==> src/hss_pkg.sv <==
package hss_pkg;

  // ------------------------------------------------------------------
  // register offsets
  // ------------------------------------------------------------------
  localparam logic [5:0] ADDR_SYS_CTRL    = 6'h01;
  localparam logic [5:0] ADDR_HS_OUT      = 6'h02;
  localparam logic [5:0] ADDR_HS_STAT     = 6'h04;
  localparam logic [5:0] ADDR_GLASS_LEVEL = 6'h05;
  localparam logic [5:0] ADDR_GLASS_CTRL  = 6'h06;
  localparam logic [5:0] ADDR_HALL        = 6'h07;

  // ------------------------------------------------------------------
  // field positions and widths
  // ------------------------------------------------------------------
  localparam int NUM_HS         = 3;
  localparam int DAC_W          = 6;
  localparam int SYS_PSE        = 0;
  localparam int HSO_FORCE_LSB  = 0;
  localparam int HSO_PWM_LSB    = 3;
  localparam int HSO_SUPPLY_ON  = 7;
  localparam int HST_OCF_LSB    = 0;
  localparam int HST_SUPPLY_OCF = 7;
  localparam int GLV_ENABLE     = 7;
  localparam int GLC_TEST       = 0;
  localparam int GLC_OLF        = 1;
  localparam int GLC_OCF        = 2;
  localparam int HALL_LEVEL     = 0;
  localparam int HALL_OCF       = 1;

  // sticky flag indices
  localparam int FLG_HS0      = 0;
  localparam int FLG_SUPPLY   = 3;
  localparam int FLG_HALL     = 4;
  localparam int FLG_GLASS_OL = 5;
  localparam int FLG_GLASS_OC = 6;
  localparam int NUM_FLAGS    = 7;

  // ------------------------------------------------------------------
  // serial frame and reset values
  // ------------------------------------------------------------------
  localparam int         SPI_WRITE_BIT = 7;
  localparam logic [3:0] ADDR_LAST_BIT = 4'h7;
  localparam logic [3:0] DATA_LAST_BIT = 4'hF;
  localparam logic [7:0] REG_RESET     = 8'h00;

  typedef enum logic [1:0]
  {
    SPI_IDLE = 2'b00,
    SPI_ADDR = 2'b01,
    SPI_DATA = 2'b10,
    SPI_DONE = 2'b11
  } hss_spi_state_t;

  // analog comparator and pin inputs, all asynchronous
  typedef struct packed
  {
    logic [NUM_HS-1:0] hs_overcurrent;
    logic              supply_overcurrent;
    logic              hall_level;
    logic              hall_overcurrent;
    logic              glass_openload;
    logic              glass_short;
    logic              pwm;
  } hss_sense_t;

  // drive outputs to the power stages
  typedef struct packed
  {
    logic [NUM_HS-1:0] hs_drive;
    logic              supply_enable;
    logic              supply_limit;
    logic              glass_switch;
    logic [DAC_W-1:0]  glass_level;
    logic              glass_test_source;
  } hss_drive_t;

endpackage : hss_pkg

==> src/hss_top.sv <==
// Overview of operation
// hall level bit is read-only: 1 high/low current, 0 low/high current
// hall over-current flag reads 1 once an over-current occurred
// switched supply active only with stage enable, then follows its on bit
// low and high voltage flags never affect switched supply enable
// supply over-current limits output current and sets its status flag
// output control offset 02 holds supply on bit, cleared by reset
// per-switch force-on bit, read/write, 1 turns switch on, reset clears
// per-switch pwm select bit makes switch follow pwm input
// per-switch over-current flag, write 1 clears and re-enables driver
// supply over-current flag at offset 04, write 1 clears, re-enables
// glass driven by switch plus level set by 6-bit dac code
// open-load test bit measures glass pin, flag set above threshold
// glass drive held off while open-load test bit is set
// glass short sets glass over-current flag and disables glass drive
// switch on by force or pwm, forced off while its flag is set
module hss_top
  import hss_pkg::*;
(
  // clock and reset
  input  wire logic        clock,
  input  wire logic        rst,
  // serial register port
  input  wire logic        spi_sclk,
  input  wire logic        spi_cs_n,
  input  wire logic        spi_mosi,
  output logic             spi_miso,
  output logic             spi_miso_oe_n,
  // analog sense inputs
  input  wire hss_sense_t  sense,
  // power stage drive
  output hss_drive_t       drive
);

  // ------------------------------------------------------------------
  // input synchronisers
  // ------------------------------------------------------------------
  localparam int IN_W = 3 + $bits(hss_sense_t);
  // idle pattern: sclk low, cs_n high, so no false frame after reset
  localparam logic [IN_W-1:0] SYNC_IDLE =
    {3'h2, {$bits(hss_sense_t){1'b0}}};

  logic [IN_W-1:0] sync1_reg;
  logic [IN_W-1:0] sync2_reg;
  logic            sclk_d_reg;
  hss_sense_t      sense_s;
  logic            sclk_s;
  logic            cs_n_s;
  logic            mosi_s;

  always_ff @(posedge clock)
  begin
    if (rst)
    begin
      sync1_reg  <= SYNC_IDLE;
      sync2_reg  <= SYNC_IDLE;
      sclk_d_reg <= 1'b0;
    end
    else
    begin
      sync1_reg  <= {spi_sclk, spi_cs_n, spi_mosi, sense};
      sync2_reg  <= sync1_reg;
      sclk_d_reg <= sclk_s;
    end
  end

  assign {sclk_s, cs_n_s, mosi_s, sense_s} = sync2_reg;

  // ------------------------------------------------------------------
  // sticky flags
  // ------------------------------------------------------------------
  logic [NUM_FLAGS-1:0] flag_set;
  logic [NUM_FLAGS-1:0] flag_clr;
  logic [NUM_FLAGS-1:0] flags;
  logic [7:0]           glass_ctrl_reg;

  // event sources for each flag
  always_comb
  begin
    flag_set = '0;
    flag_set[FLG_HS0 +: NUM_HS] = sense_s.hs_overcurrent;
    flag_set[FLG_SUPPLY]   = sense_s.supply_overcurrent;
    flag_set[FLG_HALL]     = sense_s.hall_overcurrent;
    flag_set[FLG_GLASS_OL] = glass_ctrl_reg[GLC_TEST]
                             & sense_s.glass_openload;
    flag_set[FLG_GLASS_OC] = sense_s.glass_short;
  end

  genvar gi;
  generate
    for (gi = 0; gi < NUM_FLAGS; gi++)
    begin : g_flag
      hss_sticky_flag u_flag
      (
        .clock (clock),
        .rst   (rst),
        .set   (flag_set[gi]),
        .clear (flag_clr[gi]),
        .flag  (flags[gi])
      );
    end
  endgenerate

  // ------------------------------------------------------------------
  // register read mux
  // ------------------------------------------------------------------
  logic [7:0] sys_ctrl_reg;
  logic [7:0] hs_out_reg;
  logic [7:0] glass_level_reg;

  function automatic logic [7:0] read_reg(input logic [5:0] a);
    logic [7:0] d;
    d = 8'h00;
    if (a == ADDR_SYS_CTRL)
      d = sys_ctrl_reg;
    else if (a == ADDR_HS_OUT)
      d = hs_out_reg;
    else if (a == ADDR_HS_STAT)
    begin
      d[HST_OCF_LSB +: NUM_HS] = flags[FLG_HS0 +: NUM_HS];
      d[HST_SUPPLY_OCF]        = flags[FLG_SUPPLY];
    end
    else if (a == ADDR_GLASS_LEVEL)
      d = glass_level_reg;
    else if (a == ADDR_GLASS_CTRL)
    begin
      d[GLC_TEST] = glass_ctrl_reg[GLC_TEST];
      d[GLC_OLF]  = flags[FLG_GLASS_OL];
      d[GLC_OCF]  = flags[FLG_GLASS_OC];
    end
    else if (a == ADDR_HALL)
    begin
      d[HALL_LEVEL] = sense_s.hall_level;
      d[HALL_OCF]   = flags[FLG_HALL];
    end
    return d;
  endfunction : read_reg

  // ------------------------------------------------------------------
  // serial frame engine: address byte then data byte, msb first
  // ------------------------------------------------------------------
  hss_spi_state_t state_reg;
  hss_spi_state_t state_next;
  logic [3:0]     cnt_reg;
  logic [3:0]     cnt_next;
  logic [7:0]     rx_reg;
  logic [7:0]     rx_next;
  logic [7:0]     tx_reg;
  logic [7:0]     tx_next;
  logic [7:0]     addr_reg;
  logic [7:0]     addr_next;
  logic           miso_reg;
  logic           miso_next;
  logic           oe_n_reg;
  logic           oe_n_next;
  logic           wr_stb_reg;
  logic           wr_stb_next;
  logic [7:0]     wr_data_reg;
  logic [7:0]     wr_data_next;
  logic           sclk_rise;
  logic           sclk_fall;
  logic [7:0]     rx_shift;

  assign sclk_rise = sclk_s & ~sclk_d_reg;
  assign sclk_fall = ~sclk_s & sclk_d_reg;
  assign rx_shift  = {rx_reg[6:0], mosi_s};

  // frame sequencing and shift registers
  always_comb
  begin
    state_next   = state_reg;
    cnt_next     = cnt_reg;
    rx_next      = rx_reg;
    tx_next      = tx_reg;
    addr_next    = addr_reg;
    miso_next    = miso_reg;
    oe_n_next    = cs_n_s;
    wr_stb_next  = 1'b0;
    wr_data_next = wr_data_reg;
    case (state_reg)
      SPI_IDLE:
      begin
        cnt_next = 4'h0;
        if (!cs_n_s)
          state_next = SPI_ADDR;
      end
      SPI_ADDR, SPI_DATA:
      begin
        if (cs_n_s)
          state_next = SPI_IDLE;
        else if (sclk_rise)
        begin
          rx_next  = rx_shift;
          cnt_next = cnt_reg + 4'h1;
          if (cnt_reg == ADDR_LAST_BIT)
          begin
            addr_next  = rx_shift;
            tx_next    = read_reg(rx_shift[5:0]);
            state_next = SPI_DATA;
          end
          else if (cnt_reg == DATA_LAST_BIT)
          begin
            wr_stb_next  = addr_reg[SPI_WRITE_BIT];
            wr_data_next = rx_shift;
            state_next   = SPI_DONE;
          end
        end
        else if (sclk_fall && state_reg == SPI_DATA)
        begin
          miso_next = tx_reg[7];
          tx_next   = {tx_reg[6:0], 1'b0};
        end
      end
      default:
      begin
        if (cs_n_s)
          state_next = SPI_IDLE;
      end
    endcase
  end

  always_ff @(posedge clock)
  begin
    if (rst)
    begin
      state_reg   <= SPI_IDLE;
      cnt_reg     <= 4'h0;
      rx_reg      <= 8'h00;
      tx_reg      <= 8'h00;
      addr_reg    <= 8'h00;
      miso_reg    <= 1'b0;
      oe_n_reg    <= 1'b1;
      wr_stb_reg  <= 1'b0;
      wr_data_reg <= 8'h00;
    end
    else
    begin
      state_reg   <= state_next;
      cnt_reg     <= cnt_next;
      rx_reg      <= rx_next;
      tx_reg      <= tx_next;
      addr_reg    <= addr_next;
      miso_reg    <= miso_next;
      oe_n_reg    <= oe_n_next;
      wr_stb_reg  <= wr_stb_next;
      wr_data_reg <= wr_data_next;
    end
  end

  // ------------------------------------------------------------------
  // control registers and write-one-to-clear decode
  // ------------------------------------------------------------------
  logic [7:0] sys_ctrl_next;
  logic [7:0] hs_out_next;
  logic [7:0] glass_level_next;
  logic [7:0] glass_ctrl_next;
  logic [5:0] wa;

  assign wa = addr_reg[5:0];

  always_comb
  begin
    sys_ctrl_next    = sys_ctrl_reg;
    hs_out_next      = hs_out_reg;
    glass_level_next = glass_level_reg;
    glass_ctrl_next  = glass_ctrl_reg;
    flag_clr         = '0;
    if (wr_stb_reg)
    begin
      if (wa == ADDR_SYS_CTRL)
      begin
        sys_ctrl_next          = REG_RESET;
        sys_ctrl_next[SYS_PSE] = wr_data_reg[SYS_PSE];
      end
      else if (wa == ADDR_HS_OUT)
        hs_out_next = wr_data_reg & 8'hBF;
      else if (wa == ADDR_HS_STAT)
      begin
        flag_clr[FLG_HS0 +: NUM_HS] =
          wr_data_reg[HST_OCF_LSB +: NUM_HS];
        flag_clr[FLG_SUPPLY] = wr_data_reg[HST_SUPPLY_OCF];
      end
      else if (wa == ADDR_GLASS_LEVEL)
        glass_level_next = wr_data_reg & 8'hBF;
      else if (wa == ADDR_GLASS_CTRL)
      begin
        glass_ctrl_next           = REG_RESET;
        glass_ctrl_next[GLC_TEST] = wr_data_reg[GLC_TEST];
        flag_clr[FLG_GLASS_OL] = wr_data_reg[GLC_OLF];
        flag_clr[FLG_GLASS_OC] = wr_data_reg[GLC_OCF];
      end
      else if (wa == ADDR_HALL)
        flag_clr[FLG_HALL] = wr_data_reg[HALL_OCF];
    end
  end

  always_ff @(posedge clock)
  begin
    if (rst)
    begin
      sys_ctrl_reg    <= REG_RESET;
      hs_out_reg      <= REG_RESET;
      glass_level_reg <= REG_RESET;
      glass_ctrl_reg  <= REG_RESET;
    end
    else
    begin
      sys_ctrl_reg    <= sys_ctrl_next;
      hs_out_reg      <= hs_out_next;
      glass_level_reg <= glass_level_next;
      glass_ctrl_reg  <= glass_ctrl_next;
    end
  end

  // ------------------------------------------------------------------
  // power stage drive
  // ------------------------------------------------------------------
  hss_drive_t drive_reg;
  hss_drive_t drive_next;

  always_comb
  begin
    drive_next.hs_drive = (hs_out_reg[HSO_FORCE_LSB +: NUM_HS]
      | (hs_out_reg[HSO_PWM_LSB +: NUM_HS] & {NUM_HS{sense_s.pwm}}))
      & ~flags[FLG_HS0 +: NUM_HS];
    // voltage flags take no part here
    drive_next.supply_enable = sys_ctrl_reg[SYS_PSE]
      & hs_out_reg[HSO_SUPPLY_ON] & ~flags[FLG_SUPPLY];
    drive_next.supply_limit = sense_s.supply_overcurrent;
    drive_next.glass_switch = glass_level_reg[GLV_ENABLE]
      & ~glass_ctrl_reg[GLC_TEST]
      & ~flags[FLG_GLASS_OC];
    drive_next.glass_level = glass_level_reg[DAC_W-1:0];
    drive_next.glass_test_source = glass_ctrl_reg[GLC_TEST];
  end

  always_ff @(posedge clock)
  begin
    if (rst)
      drive_reg <= '0;
    else
      drive_reg <= drive_next;
  end

  assign drive         = drive_reg;
  assign spi_miso      = miso_reg;
  assign spi_miso_oe_n = oe_n_reg;

endmodule : hss_top

==> src/hss_sticky_flag.sv <==
// one event flag: hardware sets, software clears, set wins
module hss_sticky_flag
  import hss_pkg::*;
(
  // clock and reset
  input  wire logic clock,
  input  wire logic rst,
  // set and clear
  input  wire logic set,
  input  wire logic clear,
  // state
  output logic      flag
);

  logic flag_reg;
  logic flag_next;

  // set takes priority over a same-cycle clear
  always_comb
  begin
    flag_next = flag_reg;
    if (set)
      flag_next = 1'b1;
    else if (clear)
      flag_next = 1'b0;
  end

  always_ff @(posedge clock)
  begin
    if (rst)
      flag_reg <= 1'b0;
    else
      flag_reg <= flag_next;
  end

  assign flag = flag_reg;

endmodule : hss_sticky_flag

==> config.mk <==
export PLATFORM = sky130hd
export DESIGN_NAME = hss_top
export DESIGN_NICKNAME = d
export VERILOG_FILES = /design/src/hss_pkg.sv /design/src/hss_top.sv /design/src/hss_sticky_flag.sv
export SDC_FILE = /design/constraint.sdc
export NUM_CORES = 1
export LEC_CHECK = 0
export ABC_CLOCK_PERIOD_IN_PS = 4010
export BUFFER_PORTS_ARGS = -buffer_cell sky130_fd_sc_hd__buf_2
export CORE_UTILIZATION = 37
export DETAILED_ROUTE_END_ITERATION = 10
export PLACE_DENSITY_LB_ADDON = 0.2
export SETUP_SLACK_MARGIN = 0.2
export SLEW_MARGIN = 20
export SYNTH_ARGS = -nofsm -noshare
export SYNTH_HDL_FRONTEND = slang
export SYNTH_SLANG_ARGS = --single-unit
==> constraint.sdc <==
create_clock -name clock -period 4.01 [get_ports clock]
set_input_delay 0.802 -clock clock [delete_from_list [all_inputs] [get_ports clock]]
set_output_delay 0.802 -clock clock [all_outputs]
set_load 0.01 [all_outputs]
Word level (Yosys, flattened, before mapping)
Cells that the tools add are included.
{"block": "word_totals", "ff_bits": 101, "inputBits": 14, "out_inout_bits": 15, "elab_cells": 148}
{"block": "op_classes", "n_addsub": 1, "n_eq_ne": 22, "mux": 46, "bitwise": 25, "n_reduce_logical": 25}
{"operator": "6-bit by 3-bit equality test with 1-bit output, second input constant", "count": 8}
{"operator": "8-bit two-way mux", "count": 5}
{"operator": "7-bit two-way mux", "count": 3}
{"operator": "1-bit two-way mux", "count": 18}
{"operator": "2-bit two-way mux", "count": 9}
{"operator": "2-bit nonzero test", "count": 9}
{"operator": "4-bit two-way mux", "count": 4}
{"operator": "4-bit AND reduction", "count": 4}
{"operator": "1-bit inverter", "count": 14}
{"operator": "6-bit by 1-bit equality test with 1-bit output, second input constant", "count": 2}
{"operator": "6-bit by 2-bit equality test with 1-bit output, second input constant", "count": 2}
{"operator": "3-bit two-way mux", "count": 4}
{"operator": "5-bit AND reduction", "count": 2}
{"operator": "3-bit AND reduction", "count": 3}
{"operator": "4-bit case mux with 2 select lines", "count": 1}
{"operator": "1-bit bitwise AND", "count": 7}
{"operator": "3-bit bitwise AND", "count": 2}
{"operator": "2-bit inequality test, second input constant", "count": 3}
{"operator": "6-bit AND reduction", "count": 1}
{"operator": "6-bit OR reduction", "count": 1}
{"operator": "5-bit two-way mux", "count": 1}
{"operator": "4-bit by 1-bit adder with 4-bit output, second input constant", "count": 1}
{"operator": "4-bit by 3-bit equality test with 1-bit output, second input constant", "count": 1}
{"operator": "4-bit equality test, second input constant", "count": 1}
{"operator": "13 further kinds", "count": 13}

Longest topological paths before layout
{"block": "depth", "depth_word": 10, "depth_mapped": 9, "mapped_depth_nobuf": 7}

Hierarchy
A second synthesis with hierarchy kept.
{"block": "unflattened", "cells_unflattened": 376, "hier_area_um2": 3819.9}
{"module": "hss_top", "n_inst": 1, "cells_per_inst": 348, "area_each_um2": 3548.4, "seq_area_each_um2": 1841.8}
{"module": "hss_sticky_flag", "n_inst": 7, "cells_per_inst": 4, "area_each_um2": 38.8, "seq_area_each_um2": 20.0}

Least setup slack after synthesis
No wires, ideal clock.
{"block": "synth_path", "path_kind": "reg2reg", "from": "register state_reg[1]", "to": "register tx_reg[3]", "setup_ns": 0.134, "arrival_time_ns": 1.717, "required_ns": 3.876, "setup_slack_ns": 2.159, "stages_incl_launch_ff": 9, "n_path_buf": 1, "synth_period_minus_slack_ns": 1.851, "path_cell_list": "dfxtp_1 inv_1 ha_1 nor2b_1 nand4b_1 nor2b_1 buf_2 a211oi_1 nor3_1"}
{"block": "synth_via", "elab_chain_len": 4, "elab_cells_between_ends": 6, "cone_classes": "eq/ne (2); reduce/logical (4)"}
{"element": "from (decl)", "line": "hss_top.sv:142", "source": "hss_spi_state_t state_reg;"}
{"element": "from (signal assigned)", "line": "hss_top.sv:238", "source": "state_reg <= state_next;"}
{"element": "2-bit equality test", "line": "hss_top.sv:180, hss_top.sv:208"}
{"element": "1-bit logical AND", "line": "hss_top.sv:208", "source": "else if (sclk_fall && state_reg == SPI_DATA)"}
{"element": "2-bit nonzero test (no source line)"}
{"element": "4-bit AND reduction (no source line) *"}
{"element": "to (signal assigned)", "line": "hss_top.sv:241", "source": "tx_reg <= tx_next;"}
{"element": "to (decl)", "line": "hss_top.sv:148", "source": "logic [7:0] tx_reg;"}
Every way passes the cells marked *; elsewhere a longest branch is shown, timed or not.
A chain may end at the register's enable or synchronous reset.

Worst setup path after layout
{"block": "layout_path", "from": "register state_reg[1]", "to": "register tx_reg[4]"}
The elaborated chain is that of the path after synthesis.

==> out/qor.csv <==
stage,metric,value,unit
sta,tightest_slew,855,ps
worst_setup_path,r2r_end,tx_reg[4],
worst_setup_path,path_class,reg -> reg,
placement,gp_congestion,0.805,
worst_setup_path,crit_path_start,state_reg[1],
sta,finalCritPeriodShare,66.7,%
worst_hold_path,whs_path_depth,1,
sta,max_slew_margin,42.7,%
route,wl_per_cell,13.7,um
clocking,ctsResizeCount,0,
cells_and_area,largest_reg_flops,13,
sta,fmax,374,MHz
worst_setup_path,arrival,2900,ps
floorplan,core_area,9820,um2
route,viasPerCell,4.90,
global_route,grt_first_pass_wirelength,12.7,mm
placement,dp_hpwl,5.09,mm
clocking,cts_max_level,3,
synth,async_reset_ff_share,0,%
cells_and_area,area_delta_synth_final,11.6,%
clocking,postCtsSetupRepairBufs,0,
worst_setup_path,r2r_start,state_reg[1],
route,ant_nets,0,
worst_setup_path,startpoint_type,flip-flop,
cells_and_area,fillerInstances,1019,
route,num_vias,2676,
floorplan,die_h,103,um
sta,rsz0062_at_grt,no,
global_route,grt_overflow,0,
synth,synth_area_per_cell,9.63,um2
clocking,clock_sinks,99,
power,leakagePower,1.48,nW
clocking,ctsRootBufferMaster,clkbuf_8,
synth,ys_seq_area_share,52.6,%
synth,synth_edf_count,0,
worst_setup_path,r2r_slack,1340,ps
synth,synth_cells,391,
synth,synthDistinctLibCells,48,
worst_setup_path,required,4230,ps
floorplan,start_util,38.4,%
clocking,cts_buffers,9,
synth,syn-num-nets,409,
cells_and_area,nets,427,
global_route,grt_pass1_vias,2543,
synth,synthFlopType,dfxtp_1,
worst_hold_path,hold_start,sync1_reg[10],
clocking,cts_tree,done,
global_route,antenna_found_initial,0,
route,remaining_drc_errors,0,
worst_hold_path,hold_end,sync2_reg[10],
synth,netlist_area,3770,um2
floorplan,die_width,103,um
sta,finalSetupViolCount,0,
clocking,clkLatencyLatePin,370,ps
worst_hold_path,holdCritPathClass,reg -> reg,
worst_setup_path,end_kind,flip-flop,
cells_and_area,antennaDiodeCount,0,
placement,port_buffers,28,
sta,finalHoldViolCount,0,
route,drt_iter0_markers,147,
floorplan,rows,36,
clocking,clkTransAtPathRegs,90,ps
sta,drv_slew,0,
sta,setup_tns,0,ps
power,power_density,423,nW/um2
run,cap_violations,0,
worst_setup_path,r2r_cells,7,
cells_and_area,drive_gt1_share,14.8,%
sta,whs,417,ps
power,peakVddDrop,0.197,mV
global_route,grt_util_all_layers,16.2,%
route,wirelength,7.47,mm
clocking,ctsLongestPathBuffers,2,
floorplan,ios,29,
worst_setup_path,cp_max_fo,13,
synth,ys_ff_latch,99,
floorplan,die-area,10600,um2
global_route,grt_max_degree,82,
clocking,hold_buffers,0,
route,dr.pass1.iters,4,
synth,yosysWarnings,0,
sta,period_needed,2670,ps
sta,skew,11.6,ps
status,status,completed,
-- per-layer routing --
layer | vias up | track usage (%) | routed length, um
met2 | 40 | 24.8 | 3320
met3 | 14 | 4.68 | 220
li1 | 1357 | - | -
met1 | 1265 | 21.3 | 3750
met5 | - | 0 | 0
met4 | 0 | 6.83 | 176
-- critical path: stages (launching register included) --
cell and delay [ps]:
dfxtp_1 400, inv_1 60, ha_1 380, nand4bb_4 250, nor3_2 760, nor2b_1 310
a211oi_1 280, nor3_1 80
-- worst max path at each step --
stage                endpoint  depth (start not counted)
global placement    tx_reg[5]                          7
global route        tx_reg[3]                          7
CTS                 tx_reg[4]                          7
detailed placement  tx_reg[4]                          7
finish              tx_reg[4]                          7
floorplan           tx_reg[3]                          8
-- metrics by stage --
stage,power (W),std cells,util [%],setup WS (ps),cell area (um2)
after floorplan,0.00109,391,-,2160,3770
after CTS,0.00180,546,42.8,1330,4200
after detailed placement,0.00111,531,40.6,1340,3990
after global placement,0.00111,531,40.6,1450,3990
after global routing,0.00185,546,42.8,1030,4200
final,0.00178,546,42.8,1340,4200
-- cell usage after synthesis (6+ instances only) --
cell / n / share of area, %
inv_1: 6 / 0.60
dfxtp_1: 99 / 53
o21ai_0: 8 / 1.1
nand2_1: 33 / 3.3
mux2i_1: 29 / 7.7
nor2_1: 49 / 4.9
a21oi_1: 29 / 3.9
a22oi_1: 6 / 1.2
nand3_1: 8 / 1.1
nor2b_1: 35 / 5.8
nor3_1: 9 / 1.2
clkbuf_1: 12 / 1.2
-- cell type report --
| cell class | count | area, um2 | area share, % |
|---|---|---|---|
| Timing Repair Buffer | 29 | 150 | 3.57 |
| Inverter | 6 | 22.5 | 0.536 |
| Multi-Input combinational cell | 264 | 1670 | 39.7 |
| Tap cell | 133 | 166 | 3.96 |
| Sequential cell | 99 | 1980 | 47.2 |
| Clock inverter | 4 | 73.8 | 1.76 |
| Clock buffer | 11 | 141 | 3.36 |
-- cells in the final DEF, fill, tap and decap left out, types with 2 or more instances in the layout --
master	netlist	routed
a21oi_1	29	29
buf_2	4	27
buf_4	2	2
clkbuf_8	0	10
nor2_1	49	49
dfxtp_1	99	99
nand4_1	3	3
or2_2	4	4
ha_1	4	4
nand3_1	8	8
nor3b_1	3	3
nand2_1	33	33
mux2i_1	29	29
nor3_4	2	2
nor2b_1	35	35
nand2b_1	5	5
a211oi_1	4	4
inv_1	6	6
bufinv_16	0	2
nor3_2	3	3
a221oi_2	2	2
xor2_1	2	2
o21ai_0	8	8
nor4b_1	3	3
nand3b_1	2	2
nor3_1	9	9
a22oi_1	6	6
-- where the power goes --
part           internal (W)  switching [W]
clock network      0.000367       0.000326
registers           0.00100      0.0000104
logic             0.0000292      0.0000448
-- cell families after synthesis --
family / share of synthesized area (%)
AOI/OAI and AO/OA: 9.34
xor gates and xnor gates: 0.465
adders and majority gates: 1.33
buffers and inverters: 3.12
DFF: 52.6
muxes: 8.01
and+or+nand+nor: 25.1
Note: power is estimated with default switching activity, not from simulation.
